`src/verilog/seq_cfg_map.svh`:
```
// Purpose: Offsets, field positions, reset values and timing of the
//          rail sequencer configuration block.
// Assumes: 8-bit registers on the device's internal register port.
// Notes:   Definitions only.
`ifndef SEQ_CFG_MAP_SVH
`define SEQ_CFG_MAP_SVH

// Register offsets
`define SEQ_ADDR_REGB_SWA   8'h1b
`define SEQ_ADDR_SWB        8'h1c
`define SEQ_ADDR_DLY        8'h1d

// Field positions
`define SEQ_REGB_MSB        7
`define SEQ_REGB_LSB        4
`define SEQ_SWA_MSB         2
`define SEQ_SWA_LSB         0
`define SEQ_SWB_MSB         6
`define SEQ_SWB_LSB         4

// Reset values
`define SEQ_RST_REGB_SWA    8'h00
`define SEQ_RST_SWB_SEL     3'h4
`define SEQ_RST_SWB         8'h40
`define SEQ_RST_DLY         8'h00

// Strobe numbering
`define SEQ_STROBE_LAST_LOW 4'h7
`define SEQ_STROBE_HIGH_A   4'he
`define SEQ_STROBE_HIGH_B   4'hf
`define SEQ_DLY_FIELDS      4'h4

// Timing
`define SEQ_CLK_PERIOD_NS   10
`define SEQ_MS_NS           1000000
`define SEQ_DLY_MS_0        1
`define SEQ_DLY_MS_1        2
`define SEQ_DLY_MS_2        5
`define SEQ_DLY_MS_3        10

`endif

```
`src/verilog/seq_cfg_pkg.sv`:
```
// Purpose: Types shared by the rail sequencer configuration files.
// Assumes: Constants come from seq_cfg_map.svh.
// Notes:   State of each module travels as one packed struct.
package seq_cfg_pkg;

    typedef enum logic [1:0] {
        SEQ_IDLE = 2'b00,
        SEQ_UP   = 2'b01,
        SEQ_DOWN = 2'b10
    } seq_state_e;

    typedef struct packed {
        logic        wr;
        logic [7:0]  addr;
        logic [7:0]  wdata;
    } reg_req_s;

    typedef struct packed {
        seq_state_e  st;
        logic [3:0]  strobe;
        logic [7:0]  cfg_regb_swa;
        logic [2:0]  swb_sel;
        logic [7:0]  dly;
        logic [2:0]  rails;
        logic [7:0]  rdata;
        logic        trig_clr;
        logic        tmr_go;
        logic [1:0]  tmr_code;
        logic        busy;
    } seq_regs_s;

    typedef struct packed {
        logic        run;
        logic [23:0] cnt;
        logic        done;
    } tmr_regs_s;

endpackage

```
`src/verilog/power_rail_sequencer_cfg.sv`:
```
// Purpose: Strobe slots for three rails, first four strobe delays, and
//          the strobe engine that switches those rails on and off.
// Assumes: Register port, unlock and triggers come from same-clock logic.
// Notes:   Reads return data one cycle after the address is presented.
//
// Summary of operation
// RULE_01 - Regulator b select, bits 7:4; 0 unsequenced, 1 to 7 pick strobe.
// RULE_02 - Codes 8,9 off; 10..13 reserved; 14 and 15 pick those strobes.
// RULE_03 - Switch a select, bits 2:0; 0 unsequenced, 1 to 7 pick strobe.
// RULE_04 - Switch b select bits 6:4, resets to strobe four, same encoding.
// RULE_05 - Delay register holds four 2-bit delays: 1, 2, 5 or 10 ms.
// RULE_06 - Switch b register resets to 0x40.
// RULE_07 - Reserved bits read zero and ignore writes.
// RULE_08 - Configuration writes take effect only while unlocked.
// RULE_09 - Trigger bits start sequences and are cleared by the device.
// RULE_10 - Shutdown hits sequenced rails only: reverse order, or all at once.
// RULE_11 - Power-up steps strobes upward, waiting the set delay between them.
`timescale 1ns/1ps
`include "seq_cfg_map.svh"
module power_rail_sequencer_cfg #(
    parameter int MS_CYCLES = `SEQ_MS_NS / `SEQ_CLK_PERIOD_NS
) (
    input  wire logic       clk_sys_i,
    input  wire logic       rst_b_i,
    input  wire logic       reg_wr_i,
    input  wire logic [7:0] reg_addr_i,
    input  wire logic [7:0] reg_wdata_i,
    input  wire logic       unlocked_i,
    input  wire logic       power_up_trigger_i,
    input  wire logic       power_down_trigger_i,
    input  wire logic       instant_shutdown_select_i,
    output logic [7:0]      reg_rdata_o,
    output logic [2:0]      rail_en_o,
    output logic [3:0]      strobe_o,
    output logic            busy_o,
    output logic            trigger_clear_o
);

    seq_cfg_pkg::seq_regs_s st_r;
    seq_cfg_pkg::seq_regs_s st_nxt;
    seq_cfg_pkg::reg_req_s  req;
    logic                   tmr_done;
    logic [3:0]             slot [3];
    logic [2:0]             hit;
    logic [2:0]             sequenced;
    logic [3:0]             next_up;
    logic [3:0]             next_dn;

    assign req = '{wr: reg_wr_i, addr: reg_addr_i, wdata: reg_wdata_i};

    // Field code to strobe number; zero means not under sequencer control
    function automatic logic [3:0] regb_slot(input logic [3:0] code);
        if (code <= `SEQ_STROBE_LAST_LOW || code >= `SEQ_STROBE_HIGH_A) begin
            regb_slot = code; // RULE_01 RULE_02
        end else begin
            regb_slot = 4'h0; // RULE_02
        end
    endfunction

    // Delay code that follows a given strobe
    function automatic logic [1:0] dly_code(input logic [7:0] d,
                                            input logic [3:0] s);
        case (s)
            4'h1:    dly_code = d[7:6]; // RULE_05
            4'h2:    dly_code = d[5:4];
            4'h3:    dly_code = d[3:2];
            4'h4:    dly_code = d[1:0];
            default: dly_code = 2'b00;
        endcase
    endfunction

    // Strobe slot of each rail
    assign slot[0] = regb_slot(st_r.cfg_regb_swa[`SEQ_REGB_MSB:`SEQ_REGB_LSB]);
    assign slot[1] = {1'b0,
                      st_r.cfg_regb_swa[`SEQ_SWA_MSB:`SEQ_SWA_LSB]}; // RULE_03
    assign slot[2] = {1'b0, st_r.swb_sel}; // RULE_04

    // Per-rail match against the current strobe
    for (genvar i = 0; i < 3; i++) begin : g_rail
        assign hit[i]       = (slot[i] == st_r.strobe);
        assign sequenced[i] = (slot[i] != 4'h0);
    end

    // Strobe stepping, skipping the unused gap between seven and fourteen
    assign next_up = (st_r.strobe == `SEQ_STROBE_LAST_LOW) ?
                     `SEQ_STROBE_HIGH_A : st_r.strobe + 4'h1;
    assign next_dn = (st_r.strobe == `SEQ_STROBE_HIGH_A) ?
                     `SEQ_STROBE_LAST_LOW : st_r.strobe - 4'h1;

    // Register port, read mux and strobe engine
    always_comb begin
        st_nxt          = st_r;
        st_nxt.trig_clr = 1'b0;
        st_nxt.tmr_go   = 1'b0;
        if (req.wr && unlocked_i) begin // RULE_08
            case (req.addr)
                `SEQ_ADDR_REGB_SWA: st_nxt.cfg_regb_swa =
                    req.wdata & 8'hf7; // RULE_07
                `SEQ_ADDR_SWB: st_nxt.swb_sel =
                    req.wdata[`SEQ_SWB_MSB:`SEQ_SWB_LSB]; // RULE_07
                `SEQ_ADDR_DLY: st_nxt.dly = req.wdata; // RULE_05
                default: ;
            endcase
        end
        case (req.addr)
            `SEQ_ADDR_REGB_SWA: st_nxt.rdata = st_r.cfg_regb_swa;
            `SEQ_ADDR_SWB:      st_nxt.rdata = {1'b0, st_r.swb_sel, 4'h0};
            `SEQ_ADDR_DLY:      st_nxt.rdata = st_r.dly;
            default:            st_nxt.rdata = 8'h00;
        endcase
        case (st_r.st)
            seq_cfg_pkg::SEQ_IDLE: begin
                if (power_down_trigger_i) begin
                    st_nxt.trig_clr = 1'b1; // RULE_09
                    if (instant_shutdown_select_i) begin
                        st_nxt.rails = st_r.rails & ~sequenced; // RULE_10
                    end else begin
                        st_nxt.st     = seq_cfg_pkg::SEQ_DOWN; // RULE_10
                        st_nxt.strobe = `SEQ_STROBE_HIGH_B;
                    end
                end else if (power_up_trigger_i) begin
                    st_nxt.trig_clr = 1'b1; // RULE_09
                    st_nxt.st       = seq_cfg_pkg::SEQ_UP; // RULE_11
                    st_nxt.strobe   = 4'h1;
                end
            end
            seq_cfg_pkg::SEQ_UP: begin
                if (!st_r.tmr_go && !tmr_done && st_r.strobe != 4'h0) begin
                    st_nxt.rails = st_r.rails | hit; // RULE_11
                end
                if (st_r.strobe == 4'h0) begin
                    st_nxt.strobe = 4'h1;
                end else if (tmr_done) begin
                    if (st_r.strobe == `SEQ_STROBE_HIGH_B) begin
                        st_nxt.st     = seq_cfg_pkg::SEQ_IDLE;
                        st_nxt.strobe = 4'h0;
                    end else begin
                        st_nxt.strobe = next_up; // RULE_11
                    end
                end
            end
            seq_cfg_pkg::SEQ_DOWN: begin
                if (power_down_trigger_i && instant_shutdown_select_i) begin
                    st_nxt.rails  = st_r.rails & ~sequenced; // RULE_10
                    st_nxt.st     = seq_cfg_pkg::SEQ_IDLE;
                    st_nxt.strobe = 4'h0;
                    st_nxt.trig_clr = 1'b1;
                end else begin
                    st_nxt.rails = st_r.rails & ~hit; // RULE_10
                    if (tmr_done) begin
                        if (st_r.strobe == 4'h1) begin
                            st_nxt.st     = seq_cfg_pkg::SEQ_IDLE;
                            st_nxt.strobe = 4'h0;
                        end else begin
                            st_nxt.strobe = next_dn; // RULE_10
                        end
                    end
                end
            end
            default: begin
                st_nxt.st = seq_cfg_pkg::SEQ_IDLE;
            end
        endcase
        // Start the delay whenever a new strobe is entered
        if (st_nxt.st != seq_cfg_pkg::SEQ_IDLE &&
            (st_nxt.strobe != st_r.strobe ||
             st_nxt.st != st_r.st)) begin
            st_nxt.tmr_go   = 1'b1;
            st_nxt.tmr_code = dly_code(st_r.dly, st_nxt.strobe); // RULE_05
        end
        // Busy kept in a flop so the output needs no decode
        st_nxt.busy = (st_nxt.st != seq_cfg_pkg::SEQ_IDLE);
    end

    // State register
    always_ff @(posedge clk_sys_i or negedge rst_b_i) begin
        if (!rst_b_i) begin
            st_r              <= '0;
            st_r.st           <= seq_cfg_pkg::SEQ_IDLE;
            st_r.cfg_regb_swa <= `SEQ_RST_REGB_SWA;
            st_r.swb_sel      <= `SEQ_RST_SWB_SEL; // RULE_04 RULE_06
            st_r.dly          <= `SEQ_RST_DLY;
        end else begin
            st_r <= st_nxt;
        end
    end

    strobe_delay_timer #(
        .MS_CYCLES (MS_CYCLES)
    ) u_timer (
        .clk_sys_i (clk_sys_i),
        .rst_b_i   (rst_b_i),
        .go_i      (st_r.tmr_go),
        .code_i    (st_r.tmr_code),
        .done_o    (tmr_done)
    );

    assign reg_rdata_o     = st_r.rdata;
    assign rail_en_o       = st_r.rails;
    assign strobe_o        = st_r.strobe;
    assign busy_o          = st_r.busy;
    assign trigger_clear_o = st_r.trig_clr;
endmodule

```
`src/verilog/strobe_delay_timer.sv`:
```
// Purpose: Counts one inter-strobe delay of 1, 2, 5 or 10 ms.
// Assumes: go_i is a one-cycle pulse; a new go restarts the count.
// Notes:   done_o pulses one cycle when the delay has run out.
`timescale 1ns/1ps
`include "seq_cfg_map.svh"
module strobe_delay_timer #(
    parameter int MS_CYCLES = `SEQ_MS_NS / `SEQ_CLK_PERIOD_NS
) (
    input  wire logic       clk_sys_i,
    input  wire logic       rst_b_i,
    input  wire logic       go_i,
    input  wire logic [1:0] code_i,
    output logic            done_o
);

    seq_cfg_pkg::tmr_regs_s st_r;
    seq_cfg_pkg::tmr_regs_s st_nxt;
    logic [31:0]            load;

    // Delay code to cycle count, less one for the terminal cycle
    always_comb begin
        case (code_i)
            2'b00:   load = 32'(`SEQ_DLY_MS_0 * MS_CYCLES - 1);
            2'b01:   load = 32'(`SEQ_DLY_MS_1 * MS_CYCLES - 1);
            2'b10:   load = 32'(`SEQ_DLY_MS_2 * MS_CYCLES - 1);
            default: load = 32'(`SEQ_DLY_MS_3 * MS_CYCLES - 1);
        endcase
    end

    // Down counter with single done pulse
    always_comb begin
        st_nxt      = st_r;
        st_nxt.done = 1'b0;
        if (go_i) begin
            st_nxt.run = 1'b1;
            st_nxt.cnt = load[23:0];
        end else if (st_r.run) begin
            if (st_r.cnt == 24'h000000) begin
                st_nxt.run  = 1'b0;
                st_nxt.done = 1'b1;
            end else begin
                st_nxt.cnt = st_r.cnt - 24'h000001;
            end
        end
    end

    // State register
    always_ff @(posedge clk_sys_i or negedge rst_b_i) begin
        if (!rst_b_i) begin
            st_r <= '0;
        end else begin
            st_r <= st_nxt;
        end
    end

    assign done_o = st_r.done;

endmodule
```
`config.mk`:
```
export PLATFORM = sky130hd
export DESIGN_NAME = power_rail_sequencer_cfg
export DESIGN_NICKNAME = d
export VERILOG_FILES = /design/src/verilog/seq_cfg_pkg.sv /design/src/verilog/power_rail_sequencer_cfg.sv /design/src/verilog/strobe_delay_timer.sv
export VERILOG_INCLUDE_DIRS = /design/src /design/src/verilog
export SDC_FILE = /design/constraint.sdc
export NUM_CORES = 1
export LEC_CHECK = 0
export BUFFER_PORTS_ARGS = -buffer_cell sky130_fd_sc_hd__buf_2
export CORE_MARGIN = 2
export CORE_UTILIZATION = 55
export DETAILED_ROUTE_END_ITERATION = 12
export HOLD_SLACK_MARGIN = 0.15
export PLACE_DENSITY = 0.75
export RECOVER_POWER = 25
export SYNTH_ARGS = -nofsm -noshare
export SYNTH_HDL_FRONTEND = slang
export SYNTH_HIERARCHICAL = 1
export SYNTH_SLANG_ARGS = --single-unit
```
`constraint.sdc`:
```
create_clock -name clk_sys_i -period 6.13 [get_ports clk_sys_i]
set_clock_uncertainty 0.2 [all_clocks]
set_input_delay 0 -clock clk_sys_i [delete_from_list [all_inputs] [get_ports clk_sys_i]]
set_output_delay 0 -clock clk_sys_i [all_outputs]
set_load 0.02 [all_outputs]
```
==> flow_metrics.env <==
export IMPL_synth_net_count=484
export IMPL_row_count=32
export IMPL_synth_top_cell_area_share_pct=37.9
export IMPL_synthMuxAreaShare_pct=5.46
export IMPL_drt_total_wl_um=11200
export IMPL_drv_cap=1
export IMPL_ys_ff_latch=66
export IMPL_synth_compound_area_share_pct=20.7
export IMPL_final_setup_tns_ns=0
export IMPL_r2r_end="st_r[1]"
export IMPL_hp_class="primary input to flip-flop"
export IMPL_finalCoreUtilization_pct=64.3
export IMPL_first_global_vias=3797
export IMPL_synthAdderAreaFrac_pct=4.67
export IMPL_syn_area_per_cell_um2=9.64
export IMPL_violations="capacitance limit, slew limit"
export IMPL_synth_top_family_by_area="simple AND/OR/NAND/NOR gates"
export IMPL_setup_viol=0
export IMPL_h_tree_depth=3
export IMPL_path_cells="dlygate4sd3_1 -> buf_2 -> clkbuf_1"
export IMPL_viasPerCell=6.24
export IMPL_cp_slowest_cell="clkbuf_1"
export IMPL_path_delay_family="buffers and inverters"
export IMPL_synth_seq_area_share_pct=38.5
export IMPL_ys_async_sr_fraction_pct=100
export IMPL_leakagePower_nw=2.09
export IMPL_io_buffers=39
export IMPL_dp_hpwl_um=7350
export IMPL_min_to="reg_rdata_o[6]"
export IMPL_critPathBufInv=3
export IMPL_via_count=3769
export IMPL_initial_core_util_pct=56.1
export IMPL_drc=0
export IMPL_outcome="finished with violations"
export IMPL_die_area_um2=8520
export IMPL_pin_count=40
export IMPL_drt_pass1_iterations=5
export IMPL_crit_type="primary input to asynchronous set/reset pin"
export IMPL_grt_first_pass_wirelength_um=18500
export IMPL_synth_cells=445
export IMPL_cp_start_kind="primary input"
export IMPL_placement_cell_area_um2=4430
export IMPL_drive_above_1_share_pct=16.5
export IMPL_syn_to_final_growth_pct=14.6
export IMPL_num_antenna_cells=0
export IMPL_required_ns=5.59
export IMPL_drt_iter0_markers=310
export IMPL_period_needed_ns=3.63
export IMPL_synth_ff_type="dfrtp_1"
export IMPL_powerDensity_nw_per_um2=366
export IMPL_cpPeakStageDelay_ns=2.43
export IMPL_hold_violations=0
export IMPL_grt_max_degree=67
export IMPL_multiInputGateArea_um2=2350
export IMPL_ys_top_cells_by_area="dfrtp_1 38%, ha_1 4.7%, mux2_2 4.5%"
export IMPL_vdd_drop_max_v=0.000252
export IMPL_crit_fanout=66
export IMPL_nNetsFinal=536
export IMPL_path_clk_slew_ns=0.08
export IMPL_netlist_area_um2=4290
export IMPL_fmaxAchievable_mhz=275
export IMPL_synth_xor_xnor_area_share_pct=3.27
export IMPL_yosysTopAreaCell="dfrtp_1"
export IMPL_grtUsageTotal_pct=27.4
export IMPL_critPathArrivalTime_ns=3.09
export IMPL_r2r_setup_slack_ns=2.90
export IMPL_min_from="reg_addr_i[3]"
export IMPL_fin_total_pwr_mw=1.80
export IMPL_postRouteAntennaNets=0
export IMPL_yosysWarnings=6
export IMPL_numCtsBuffers=9
export IMPL_root_buffer="clkbuf_8"
export IMPL_slew_viol_final=67
export IMPL_die_w_um=92.3
export IMPL_rsz0062_at_grt="no"
export IMPL_area_sequential_um2=1650
export IMPL_synth_simple_area_share_pct=20.8
export IMPL_gp_congestion=0.885
export IMPL_synth_distinct_cells=85
export IMPL_maxSlewHeadroom_pct=-132
export IMPL_grt_overflow=0
export IMPL_post_cts_buffers=0
export IMPL_r2r_start="strobe_o[0]"
export IMPL_synth_edff_count=0
export IMPL_r2r_cells=8
export IMPL_clk_latency_ns=0.34
export IMPL_holdPathStages=5
export IMPL_cts_tree="yes"
export IMPL_core_um2=7650
export IMPL_grt_antenna_before_repair=0
export IMPL_wire_per_inst_um=18.5
export IMPL_clockBufferDepth=2
export IMPL_fillers=597
export IMPL_tightest_slew_ns=3.48
export IMPL_design_area_um2=4910
export IMPL_critPathCaptureType="asynchronous set/reset pin"
export IMPL_cts_num_sinks=66
export IMPL_fin_crit_sh_pct=59.3
export IMPL_fp_dieH_um=92.3
export IMPL_timing_hold_ws_ns=0.231
[final cells by class]
cell class,instances,area share [%]
tap,102,2.60
multi-input combinational,326,47.9
clock inverter,6,1.35
clock buffer,10,2.80
sequential,66,33.6
inverter,23,1.76
timing repair buffer,71,9.98
[through the flow]
stage	setup slack, ns	instances
after detailed placement	2.97	558
after CTS	2.91	604
after global placement	3.07	558
final	2.50	604
after global routing	1.54	604
after floorplan	3.30	445
[power breakdown]
group / switching [mW] / internal (mW) / leakage, nW
registers: 0.126 / 0.514 / 0.841
logic: 0.464 / 0.315 / 1.14
clock network: 0.180 / 0.200 / 0.106
[worst min-delay path: stages]
cell,delay (ns)
buf_2,0.11
nand3_1,0.08
nor3_1,0.09
a222oi_1,0.35
inv_1,0.08
[cell usage in the layout (no fill, tap or decap), types with 4 or more instances in the layout]
master         Yosys  layout
ha_1              16      16
xor2_1             6       6
or3_1              6       6
a21oi_1           25      25
a22o_1             4       4
nor2b_1            5       5
nand2b_1           6       6
a31oi_1            4       4
inv_1             21      21
or4_1              4       4
a211o_1            5       5
buf_2              7      26
xnor2_1           10      10
o21ai_0           23      23
nand4_1           10      10
dfrtp_1           65      65
o31ai_1            6       6
nor3_1            15      15
mux2_2            17      17
a22oi_1            4       4
nand2_1           23      23
dlygate4sd3_1      0      30
clkbuf_8           1      10
a211oi_1           4       4
nand3_1           14      14
clkbuf_1           5      14
nor2_1            33      33
[cell usage after synthesis (3+ instances only)]
cell and n:
nor3b_1 3, nand4_1 10, ha_1 16, and2_1 3
buf_2 7, o211a_1 3, xnor2_1 10, a211oi_1 4
and4_1 3, mux2_2 17, and3_1 3, dfrtp_1 65
nor2b_1 5, nor2_1 33, a21o_1 3, buf_4 15
or3_1 6, inv_1 21, o21ai_0 23, xor2_1 6
a31oi_1 4, o21ai_1 3, a222oi_1 3, nand2b_1 6
nand2_1 23, nor3_1 15, o31ai_1 6, or4_1 4
a221o_1 3, a211o_1 5, nand3_1 14, a22o_1 4
a21oi_1 25, a22oi_1 4, a41oi_1 3, clkbuf_1 5
[worst max-delay path by stage]
stage	from	end	slack, ns	cells past startpoint
4_1_cts	strobe_o[0]	st_r[1]	2.91	8
6_report	rst_b_i	u_timer/st_r[17]	2.50	3
5_1_grt	rst_b_i	st_r[23]	1.54	3
3_3_place_gp	strobe_o[0]	st_r[1]	3.07	8
3_5_place_dp	strobe_o[0]	st_r[2]	2.97	8
2_1_floorplan	strobe_o[0]	st_r[2]	3.30	9
[metal layers]
metal | up-vias | routed length, um | GRT usage (%)
li1 | 1761 | - | -
met1 | 1836 | 5110 | 38.1
met2 | 143 | 5180 | 42.6
met3 | 29 | 548 | 4.56
met4 | 0 | 306 | 11.4
met5 | - | 0 | 0
[registers in the layout, indices dropped and copies added (netlist names)]
| register | cells |
|---|---|
| slot | 6 |
| trigger_clear_o | 1 |
| busy_o | 1 |
| st_r | 17 |
| strobe_o | 4 |
| reg_rdata_o | 8 |
| rail_en_o | 3 |
| u_timer/done_o | 1 |
| u_timer/st_r | 25 |
[timing repair]
action                                 4_1_cts  5_1_grt
resized for setup                            0        0
hold buffers                                30        0
endpoints found under the hold margin       97        0
[cell families (layout without fill, tap and decap cells)]
kind of cell	after synthesis	after routing
adders and majority gates	16	16
AOI/OAI and AO/OA	122	122
xor gates and xnor gates	16	16
buffers and inverters	53	110
and+or+nand+nor	151	151
DFF	66	66
muxes	21	21
(Power assumes the default switching activity.)
